<file path="config.mk">
export PLATFORM = sky130hd
export DESIGN_NAME = mis_seq
export DESIGN_NICKNAME = d
export VERILOG_FILES = /design/src/mis_pkg.sv /design/src/mis_seq.sv /design/src/mis_sync.sv
export VERILOG_INCLUDE_DIRS = /design/src /design/src/src
export SDC_FILE = /design/constraint.sdc
export NUM_CORES = 1
export LEC_CHECK = 0
export ABC_AREA = 1
export BUFFER_PORTS_ARGS = -buffer_cell sky130_fd_sc_hd__buf_2
export CAP_MARGIN = 10
export CORE_AREA = 2 2 97 99
export CTS_BUF_LIST = sky130_fd_sc_hd__clkbuf_8 sky130_fd_sc_hd__clkbuf_16
export CTS_CLUSTER_SIZE = 10
export DETAILED_ROUTE_END_ITERATION = 8
export DIE_AREA = 0 0 99 101
export PLACE_DENSITY = 0.88
export SYNTH_ARGS = -nofsm -noshare
export SYNTH_HDL_FRONTEND = slang
export SYNTH_SLANG_ARGS = --single-unit
</file>
<file path="constraint.sdc">
create_clock -name MCLK_I -period 1.56 [get_ports MCLK_I]
set_input_delay 0.234 -clock MCLK_I [delete_from_list [all_inputs] [get_ports MCLK_I]]
set_output_delay 0.234 -clock MCLK_I [all_outputs]
set_load 0.005 [all_outputs]
</file>
<file path="src/mis_consts.svh">
// Constants for the interrupt sequencer: offsets, fields, vectors, AXI responses.
// Included by package users; holds definitions only.
`ifndef MIS_CONSTS_SVH
`define MIS_CONSTS_SVH
// Register byte offsets on the AXI4-Lite slave
`define MIS_OFF_CTRL      8'h00
`define MIS_OFF_TCR       8'h04
`define MIS_OFF_SCR2      8'h08
`define MIS_OFF_STATUS    8'h0c
`define MIS_OFF_WDOG      8'h10
`define MIS_OFF_VECTOR    8'h14
// Control register fields
`define MIS_CTRL_IMASK    0
// Timer control field width (enables) and serial enable width
`define MIS_TMR_BITS      3
`define MIS_SCI_BITS      5
// Watchdog control: failure flag position
`define MIS_WDOG_FAIL     4
// Vector locations, even address holds the high byte
`define MIS_VEC_RESET     16'h3ffe
`define MIS_VEC_SWI       16'h3ffc
`define MIS_VEC_EXT       16'h3ffa
`define MIS_VEC_TMR       16'h3ff8
`define MIS_VEC_SCI       16'h3ff6
// AXI responses
`define MIS_RESP_OKAY     2'h0
`define MIS_RESP_SLVERR   2'h2
`endif

</file>
<file path="src/mis_pkg.sv">
// Types of the interrupt sequencer.
// Assumes the constants header is on the include path.
package mis_pkg;
    typedef enum logic [2:0] {
        MIS_RUN    = 3'b000,
        MIS_STACK  = 3'b001,
        MIS_VEC_HI = 3'b010,
        MIS_VEC_LO = 3'b011,
        MIS_WAIT   = 3'b100,
        MIS_STOP   = 3'b101
    } mis_state_t;

    typedef enum logic [2:0] {
        MIS_SRC_NONE  = 3'b000,
        MIS_SRC_RESET = 3'b001,
        MIS_SRC_SWI   = 3'b010,
        MIS_SRC_EXT   = 3'b011,
        MIS_SRC_TMR   = 3'b100,
        MIS_SRC_SCI   = 3'b101
    } mis_src_t;

    // Instruction-boundary events from the core
    typedef struct packed {
        logic done;   // instruction completed
        logic software_interrupt_instruction;    // software interrupt fetched
        logic return_from_interrupt;    // return from interrupt executed
        logic wait_i; // wait instruction executed
        logic stop;   // stop instruction executed
    } mis_core_ev_t;

    // Vector fetch request to memory
    typedef struct packed {
        logic        valid;
        logic [15:0] addr;
    } mis_fetch_t;
endpackage

</file>
<file path="src/mis_seq.sv">
// Interrupt arbitration and sequencing for a small 8-bit core.
// Assumes core events arrive as single-cycle pulses on MCLK_I and
// software reaches the registers over AXI4-Lite.
//
// The implementer's own choices: the AXI4-Lite register port and the register offsets.
`timescale 1ns/1ps
`include "mis_consts.svh"
module mis_seq
    import mis_pkg::*;
(
    input  wire logic        MCLK_I,
    input  wire logic        RSTN_I,
    input  wire logic        EXT_IRQ_I,      // pin request, active high
    input  wire logic        EXT_LEVEL_I,    // 1 = level sensitive, 0 = edge
    input  wire logic [2:0]  TMR_FLAGS_I,    // capture, compare, overflow
    input  wire logic [4:0]  SCI_FLAGS_I,    // tx empty, tx done, rx full, idle, overrun
    input  wire logic        WDOG_RST_EV_I,  // watchdog or clock monitor reset seen
    input  wire mis_core_ev_t CORE_EV_I,
    input  wire logic        STACK_DONE_I,   // core finished push or pull
    input  wire logic [7:0]  VEC_DATA_I,     // byte returned for vector fetch
    input  wire logic        VEC_ACK_I,      // byte valid
    output mis_fetch_t       FETCH_O,
    output logic             STACK_PUSH_O,
    output logic             STACK_PULL_O,
    output logic [15:0]      PC_LOAD_O,
    output logic             PC_LOAD_VALID_O,
    output logic             CPU_CLK_EN_O,
    output logic             OSC_EN_O,
    output logic             IMASK_O,
    // AXI4-Lite slave
    input  wire logic [7:0]  S_AXI_AWADDR,
    input  wire logic        S_AXI_AWVALID,
    output logic             S_AXI_AWREADY,
    input  wire logic [31:0] S_AXI_WDATA,
    input  wire logic [3:0]  S_AXI_WSTRB,
    input  wire logic        S_AXI_WVALID,
    output logic             S_AXI_WREADY,
    output logic [1:0]       S_AXI_BRESP,
    output logic             S_AXI_BVALID,
    input  wire logic        S_AXI_BREADY,
    input  wire logic [7:0]  S_AXI_ARADDR,
    input  wire logic        S_AXI_ARVALID,
    output logic             S_AXI_ARREADY,
    output logic [31:0]      S_AXI_RDATA,
    output logic [1:0]       S_AXI_RRESP,
    output logic             S_AXI_RVALID,
    input  wire logic        S_AXI_RREADY
);
    mis_state_t  state_reg;
    mis_src_t    src_reg;
    logic        imask_reg;
    logic [2:0]  tmr_en_reg;
    logic [4:0]  sci_en_reg;
    logic        ext_latch_reg;
    logic        ext_prev_reg;
    logic        wdog_fail_reg;
    logic        swi_pend_reg;
    logic        reset_vec_reg;
    logic [15:0] vec_addr_reg;
    logic [7:0]  vec_hi_reg;
    logic        ext_sync;
    logic        ext_req;
    logic        tmr_req;
    logic        sci_req;
    mis_src_t    pick;
    logic        aw_held_reg;
    logic        w_held_reg;
    logic [7:0]  aw_addr_reg;
    logic [31:0] w_data_reg;
    logic [3:0]  w_strb_reg;
    logic        wr_fire;
    logic        rd_fire;
    logic        wr_imask;
    logic        wr_tcr;
    logic        wr_scr;
    logic        wdog_read;

    // Pin synchronised before any edge logic
    mis_sync u_ext_sync (
        .clk_i   (MCLK_I),
        .rst_n_i (RSTN_I),
        .d_i     (EXT_IRQ_I),
        .q_o     (ext_sync)
    );

    // Pending request terms
    assign ext_req = ext_latch_reg;
    assign tmr_req = |(TMR_FLAGS_I & tmr_en_reg);
    assign sci_req = |(SCI_FLAGS_I & sci_en_reg);

    // Fixed priority; software pending from earlier fetch goes first
    always_comb begin
        pick = MIS_SRC_NONE;
        if (reset_vec_reg) begin
            pick = MIS_SRC_RESET;
        end else if (swi_pend_reg) begin
            pick = MIS_SRC_SWI;
        end else if (!imask_reg && ext_req) begin
            pick = MIS_SRC_EXT;
        end else if (!imask_reg && tmr_req) begin
            pick = MIS_SRC_TMR;
        end else if (!imask_reg && sci_req) begin
            pick = MIS_SRC_SCI;
        end
    end

    // Write channel handshakes: address and data taken in either order
    assign wr_fire   = aw_held_reg && w_held_reg && !S_AXI_BVALID;
    assign rd_fire   = S_AXI_ARVALID && S_AXI_ARREADY;
    assign wr_imask  = wr_fire && aw_addr_reg == `MIS_OFF_CTRL && w_strb_reg[0];
    assign wr_tcr    = wr_fire && aw_addr_reg == `MIS_OFF_TCR && w_strb_reg[0];
    assign wr_scr    = wr_fire && aw_addr_reg == `MIS_OFF_SCR2 && w_strb_reg[0];
    assign wdog_read = rd_fire && S_AXI_ARADDR == `MIS_OFF_WDOG;

    // Sequencer: boundary check, stacking, two-byte vector fetch, sleep
    always_ff @(posedge MCLK_I) begin
        if (!RSTN_I) begin
            state_reg     <= MIS_VEC_HI;
            src_reg       <= MIS_SRC_RESET;
            vec_addr_reg  <= `MIS_VEC_RESET;
        end else begin
            unique case (state_reg)
                MIS_RUN: begin
                    if (CORE_EV_I.stop) begin
                        state_reg <= MIS_STOP;
                    end else if (CORE_EV_I.wait_i) begin
                        state_reg <= MIS_WAIT;
                    end else if (CORE_EV_I.done && pick != MIS_SRC_NONE) begin
                        src_reg   <= pick;
                        state_reg <= MIS_STACK;
                    end
                end
                MIS_STACK: begin
                    if (STACK_DONE_I) begin
                        state_reg <= MIS_VEC_HI;
                        unique case (src_reg)
                            MIS_SRC_SWI: vec_addr_reg <= `MIS_VEC_SWI;
                            MIS_SRC_EXT: vec_addr_reg <= `MIS_VEC_EXT;
                            MIS_SRC_TMR: vec_addr_reg <= `MIS_VEC_TMR;
                            MIS_SRC_SCI: vec_addr_reg <= `MIS_VEC_SCI;
                            default:     vec_addr_reg <= `MIS_VEC_RESET;
                        endcase
                    end
                end
                MIS_VEC_HI: begin
                    if (VEC_ACK_I) begin
                        state_reg    <= MIS_VEC_LO;
                        vec_addr_reg <= vec_addr_reg | 16'h0001;
                    end
                end
                MIS_VEC_LO: begin
                    if (VEC_ACK_I) begin
                        state_reg <= MIS_RUN;
                    end
                end
                MIS_WAIT: begin
                    // Same sources, normal vectors, no wait vectors
                    if (pick != MIS_SRC_NONE) begin
                        src_reg   <= pick;
                        state_reg <= MIS_STACK;
                    end
                end
                MIS_STOP: begin
                    if (!imask_reg && ext_req) begin
                        src_reg   <= MIS_SRC_EXT;
                        state_reg <= MIS_STACK;
                    end
                end
                default: state_reg <= MIS_RUN;
            endcase
        end
    end

    // Vector high byte captured, PC loaded once the low byte lands
    always_ff @(posedge MCLK_I) begin
        if (!RSTN_I) begin
            vec_hi_reg      <= 8'h00;
            PC_LOAD_O       <= 16'h0000;
            PC_LOAD_VALID_O <= 1'b0;
        end else begin
            PC_LOAD_VALID_O <= 1'b0;
            if (state_reg == MIS_VEC_HI && VEC_ACK_I) begin
                vec_hi_reg <= VEC_DATA_I;
            end
            if (state_reg == MIS_VEC_LO && VEC_ACK_I) begin
                PC_LOAD_O       <= {vec_hi_reg, VEC_DATA_I};
                PC_LOAD_VALID_O <= 1'b1;
            end
        end
    end

    // Core-facing strobes, all registered
    always_ff @(posedge MCLK_I) begin
        if (!RSTN_I) begin
            FETCH_O      <= '0;
            STACK_PUSH_O <= 1'b0;
            STACK_PULL_O <= 1'b0;
            CPU_CLK_EN_O <= 1'b1;
            OSC_EN_O     <= 1'b1;
        end else begin
            FETCH_O.valid <= (state_reg == MIS_VEC_HI || state_reg == MIS_VEC_LO)
                             && !VEC_ACK_I;
            FETCH_O.addr  <= vec_addr_reg;
            STACK_PUSH_O  <= state_reg == MIS_STACK;
            STACK_PULL_O  <= state_reg == MIS_RUN && CORE_EV_I.return_from_interrupt;
            CPU_CLK_EN_O  <= state_reg != MIS_WAIT && state_reg != MIS_STOP;
            OSC_EN_O      <= state_reg != MIS_STOP;
        end
    end

    // Global mask: set by reset and on entry, cleared by stop, wait, software
    always_ff @(posedge MCLK_I) begin
        if (!RSTN_I) begin
            imask_reg <= 1'b1;
        end else if (state_reg == MIS_STACK && STACK_DONE_I) begin
            imask_reg <= 1'b1;
        end else if (state_reg == MIS_RUN && (CORE_EV_I.stop || CORE_EV_I.wait_i)) begin
            imask_reg <= 1'b0;
        end else if (wr_imask) begin
            imask_reg <= w_data_reg[`MIS_CTRL_IMASK];
        end
    end
    assign IMASK_O = imask_reg;

    // Peripheral enables; stop entry wipes them
    always_ff @(posedge MCLK_I) begin
        if (!RSTN_I) begin
            tmr_en_reg <= 3'h0;
            sci_en_reg <= 5'h00;
        end else if (state_reg == MIS_RUN && CORE_EV_I.stop) begin
            tmr_en_reg <= 3'h0;
            sci_en_reg <= 5'h00;
        end else begin
            if (wr_tcr) tmr_en_reg <= w_data_reg[2:0];
            if (wr_scr) sci_en_reg <= w_data_reg[4:0];
        end
    end

    // Pin latch: set wins over the early clear in service
    always_ff @(posedge MCLK_I) begin
        if (!RSTN_I) begin
            ext_prev_reg  <= 1'b0;
            ext_latch_reg <= 1'b0;
        end else begin
            ext_prev_reg <= ext_sync;
            if (EXT_LEVEL_I ? ext_sync : (ext_sync && !ext_prev_reg)) begin
                ext_latch_reg <= 1'b1;
            end else if (state_reg == MIS_STACK && src_reg == MIS_SRC_EXT) begin
                ext_latch_reg <= 1'b0;
            end
        end
    end

    // Software interrupt pending and reset vector flag
    always_ff @(posedge MCLK_I) begin
        if (!RSTN_I) begin
            swi_pend_reg  <= 1'b0;
            reset_vec_reg <= 1'b0;
        end else begin
            if (CORE_EV_I.software_interrupt_instruction) begin
                swi_pend_reg <= 1'b1;
            end else if (state_reg == MIS_STACK && src_reg == MIS_SRC_SWI) begin
                swi_pend_reg <= 1'b0;
            end
            reset_vec_reg <= 1'b0;
        end
    end

    // Watchdog failure flag: event wins over read clear
    always_ff @(posedge MCLK_I) begin
        if (!RSTN_I) begin
            wdog_fail_reg <= 1'b0;
        end else if (WDOG_RST_EV_I) begin
            wdog_fail_reg <= 1'b1;
        end else if (wdog_read) begin
            wdog_fail_reg <= 1'b0;
        end
    end

    // AXI write side: hold each channel until both are in
    always_ff @(posedge MCLK_I) begin
        if (!RSTN_I) begin
            aw_held_reg   <= 1'b0;
            w_held_reg    <= 1'b0;
            aw_addr_reg   <= 8'h00;
            w_data_reg    <= 32'h0;
            w_strb_reg    <= 4'h0;
            S_AXI_AWREADY <= 1'b1;
            S_AXI_WREADY  <= 1'b1;
            S_AXI_BVALID  <= 1'b0;
            S_AXI_BRESP   <= `MIS_RESP_OKAY;
        end else begin
            if (S_AXI_AWVALID && S_AXI_AWREADY) begin
                aw_held_reg   <= 1'b1;
                aw_addr_reg   <= S_AXI_AWADDR;
                S_AXI_AWREADY <= 1'b0;
            end
            if (S_AXI_WVALID && S_AXI_WREADY) begin
                w_held_reg   <= 1'b1;
                w_data_reg   <= S_AXI_WDATA;
                w_strb_reg   <= S_AXI_WSTRB;
                S_AXI_WREADY <= 1'b0;
            end
            if (wr_fire) begin
                S_AXI_BVALID <= 1'b1;
                S_AXI_BRESP  <= (aw_addr_reg == `MIS_OFF_CTRL ||
                                 aw_addr_reg == `MIS_OFF_TCR  ||
                                 aw_addr_reg == `MIS_OFF_SCR2) ?
                                `MIS_RESP_OKAY : `MIS_RESP_SLVERR;
            end
            if (S_AXI_BVALID && S_AXI_BREADY) begin
                S_AXI_BVALID  <= 1'b0;
                aw_held_reg   <= 1'b0;
                w_held_reg    <= 1'b0;
                S_AXI_AWREADY <= 1'b1;
                S_AXI_WREADY  <= 1'b1;
            end
        end
    end

    // AXI read side: one read at a time, status shows live state
    always_ff @(posedge MCLK_I) begin
        if (!RSTN_I) begin
            S_AXI_ARREADY <= 1'b1;
            S_AXI_RVALID  <= 1'b0;
            S_AXI_RDATA   <= 32'h0;
            S_AXI_RRESP   <= `MIS_RESP_OKAY;
        end else if (rd_fire) begin
            S_AXI_ARREADY <= 1'b0;
            S_AXI_RVALID  <= 1'b1;
            S_AXI_RRESP   <= `MIS_RESP_OKAY;
            unique case (S_AXI_ARADDR)
                `MIS_OFF_CTRL:   S_AXI_RDATA <= {31'h0, imask_reg};
                `MIS_OFF_TCR:    S_AXI_RDATA <= {29'h0, tmr_en_reg};
                `MIS_OFF_SCR2:   S_AXI_RDATA <= {27'h0, sci_en_reg};
                `MIS_OFF_STATUS: S_AXI_RDATA <= {20'h0, swi_pend_reg, ext_latch_reg,
                                                 sci_req, tmr_req, 1'b0,
                                                 src_reg, 1'b0, state_reg};
                `MIS_OFF_WDOG:   S_AXI_RDATA <= {27'h0, wdog_fail_reg, 4'h0};
                `MIS_OFF_VECTOR: S_AXI_RDATA <= {16'h0, PC_LOAD_O};
                default: begin
                    S_AXI_RDATA <= 32'h0;
                    S_AXI_RRESP <= `MIS_RESP_SLVERR;
                end
            endcase
        end else if (S_AXI_RVALID && S_AXI_RREADY) begin
            S_AXI_RVALID  <= 1'b0;
            S_AXI_ARREADY <= 1'b1;
        end
    end
endmodule // mis_seq

</file>
<file path="src/mis_sync.sv">
// Two-flop synchroniser for one level.
// Assumes a single clock and synchronous active-low reset.
`timescale 1ns/1ps
module mis_sync (
    input  wire logic clk_i,
    input  wire logic rst_n_i,
    input  wire logic d_i,
    output logic      q_o
);
    logic meta_reg;
    // First flop is read only by the second
    always_ff @(posedge clk_i) begin
        if (!rst_n_i) begin
            meta_reg <= 1'b0;
            q_o      <= 1'b0;
        end else begin
            meta_reg <= d_i;
            q_o      <= meta_reg;
        end
    end
endmodule // mis_sync

</file>
==> reports/metrics.cfg <==
[power_and_ir_drop]
power.share.clock_pct = 29.4
power_density_mw_per_mm2 = 1006
power_leakage_nw = 2.506
switching_share_pct = 29.41
p_int_mw = 3.658
netSwitchingPower_mw = 1.524
power_frac_comb_pct = 15.6
irDropWorstVdd_uv = 545.3
p_seq_share_pct = 55.0

[setup_path]
required_ps = 1820
ff2ff_path_depth = 6
end_kind = flip-flop
cp.arrival_ps = 1670
critPathMaxFanout = 5
critPathLaunchType = flip-flop
path_class = flip-flop to flip-flop

[timing]
setup_viol = 0
slew_viol_final = 0
rsz0062_at_grt = true
finClkSkew_ps = 14.41
period_needed_ps = 1417
hold_viol_final = 0
tns_ps = 0
fin_crit_sh_pct = 90.81
fmax_ghz = 0.7059

[clocking]
cts_root_buf = clkbuf_8
clk_pin_slew_ps = 100
cts_setup_buffers = 0
clockBufferDepth = 2
insertion_delay_ps = 370
htree_levels = 3
cts_tree = yes
clock-sinks = 100
numCtsBuffers = 9

[die]
initial_core_util_pct = 47.36
dieHeight_microns = 101
ios = 165
rows = 35
core_area_sq_mm = 0.008977
die_w_microns = 99
dieArea_sq_mm = 0.009999

[detailed_routing]
ant_nets = 0
vias = 3984
first_pass_iters = 6
drc = 0
detail_route.vias_per_cell = 4.847
drtIter0Drc = 239
routed_wl_microns = 10010
routedWlPerCell_microns = 12.17

[final_layout]
mostFrequentLayoutCells = buf_2, nor2_1, dfxtp_1
final_area_sq_mm = 0.005154
finalNetCount = 790
drive_above_1_share_pct = 26.62
final_common_cell = buf_2
largestRegisters = PC_LOAD_O: 16 flops, S_AXI_RDATA: 16 flops
syn_to_final_growth_pct = 21.22

[grt]
top_usage_layer = met2
grtUsageMet1_pct = 25.15
antenna_found_initial = 1
grt_pass1_wl_microns = 15900
grt_usage_pct = 19.99
met3_usage_pct = 3.883
grt_util_met2_pct = 33.16
grt_pass1_vias = 3529
grt_max_degree = 36
grt_overflow = 0

[hold_path]
min_path_cells = 3
hold_path_class = primary input to flip-flop

[logic_synthesis]
ys_warn_count = 0
syn_area_per_cell_sq_um = 7.330
synth_xor_area_share_pct = 0
yosysSeqAreaShare_pct = 47.09
ys_ff_latch = 100
synth-adder-area-share_pct = 0
synth_cell_type_count = 33
synth_compound_area_share_pct = 15.27
synthMuxAreaShare_pct = 0
mappedNetlistArea_sq_mm = 0.004252
syn-instance-count = 580
synth_simple_gate_area_share_pct = 24.90
synth_top_family_by_area = simple AND/OR/NAND/NOR gates

[placement]
port_buffers = 114
place_area_sq_mm = 0.004931
dp_hpwl_microns = 7709
gp_congestion = 0.9268

[outcome]
status = finished, final reports clean

[job]
drv_cap = 0

-- synthesized netlist by cell type --
library cell | number | share of area [%]
nor2_1 | 115 | 10
dfxtp_1 | 100 | 47
nand2_1 | 95 | 8.4
o21ai_0 | 67 | 7.9
inv_1 | 55 | 4.9
a21oi_1 | 35 | 4.1
buf_4 | 29 | 5.1
nand3_1 | 14 | 1.6
clkbuf_1 | 11 | 0.97
o21ai_1 | 7 | 0.82
nand2_2 | 6 | 0.88
nor3_1 | 6 | 0.71
nor2_2 | 5 | 0.74
inv_2 | 4 | 0.35
nand4_1 | 4 | 0.59
a21oi_2 | 3 | 0.62
buf_2 | 3 | 0.35
o22ai_1 | 3 | 0.44
clkinv_1 | 2 | 0.18
nor3_4 | 2 | 0.77
o211ai_1 | 2 | 0.35
a2111oi_4 | 1 | 0.65
a32oi_1 | 1 | 0.21
and2_1 | 1 | 0.15
buf_1 | 1 | 0.088
buf_12 | 1 | 0.47
buf_6 | 1 | 0.26
conb_1 | 1 | 0.088
nand4_2 | 1 | 0.29
nor2_4 | 1 | 0.26
nor3b_1 | 1 | 0.18
o31ai_1 | 1 | 0.18
or2_2 | 1 | 0.15
-- kinds of logic (layout without fill, tap and decap cells) --
kind of cell | Yosys count | after routing
AO/OA/AOI/OAI | 120 | 120
buffers and inverters | 107 | 217
flip-flops | 100 | 100
other | 1 | 21
AND/OR/NAND/NOR | 252 | 253
-- final cells by class --
type,count,area (sq um)
antenna,1,2.502
clock buffer,9,123.9
fill,818,3824
tap,111,138.9
sequential,100,2002
clock inverter,7,56.30
inverter,61,229.0
multi-input combinational,393,1823
timing repair buffer,140,778.2
-- per-layer routing --
metal | wire length (microns) | part of all wire, %
met1 | 4366 | 44
met2 | 4695 | 47
met3 | 686 | 6.9
met4 | 258 | 2.6
met5 | 0 | 0
-- power groups by stage --
stage | clock network, mW | registers (mW) | logic [mW]
after floorplan | 0 | 2.89 | 0.497
final | 1.52 | 2.85 | 0.809
after detailed placement | 0 | 2.90 | 0.792
after global placement | 0 | 2.90 | 0.774
after CTS | 1.57 | 2.85 | 0.795
after global routing | 1.67 | 2.87 | 0.925
-- final timing paths --
kind	start	endpoint	slack, ps
setup / recovery	S_AXI_BVALID	sci_en_reg[2]	140
hold reg to reg	u_ext_sync.meta_reg	u_ext_sync.q_o	420
setup reg to reg	S_AXI_BVALID	sci_en_reg[2]	140
hold / removal	EXT_IRQ_I	u_ext_sync.meta_reg	60
-- critical path, stage by stage, from the launching register on --
cell and delay [ps]:
dfxtp_1 350, nor3_1 250, inv_1 130, nor2_2 170
nand4_2 160, o21ai_0 190, a21oi_1 60
-- per-stage QoR --
step	hold slack, ps	power, mW	instances	util [%]	worst slack, ps
after CTS	40.49	5.208	820	56.93	11.57
after floorplan	331.6	3.390	599	-	204.6
after detailed placement	412.0	3.694	804	54.93	31.81
final	58.03	5.182	822	57.41	143.3
after global placement	399.1	3.672	804	54.93	69.48
after global routing	66.72	5.463	821	57.38	-0.2656
-- what timing repair did --
| item | CTS | global route |
|---|---|---|
| hold endpoints to repair | 0 | 0 |
| gates resized for setup | 0 | 12 |
| hold buffers | 0 | 0 |
| setup endpoints to repair | 0 | 15 |
Power figures use the tool's default switching activity.
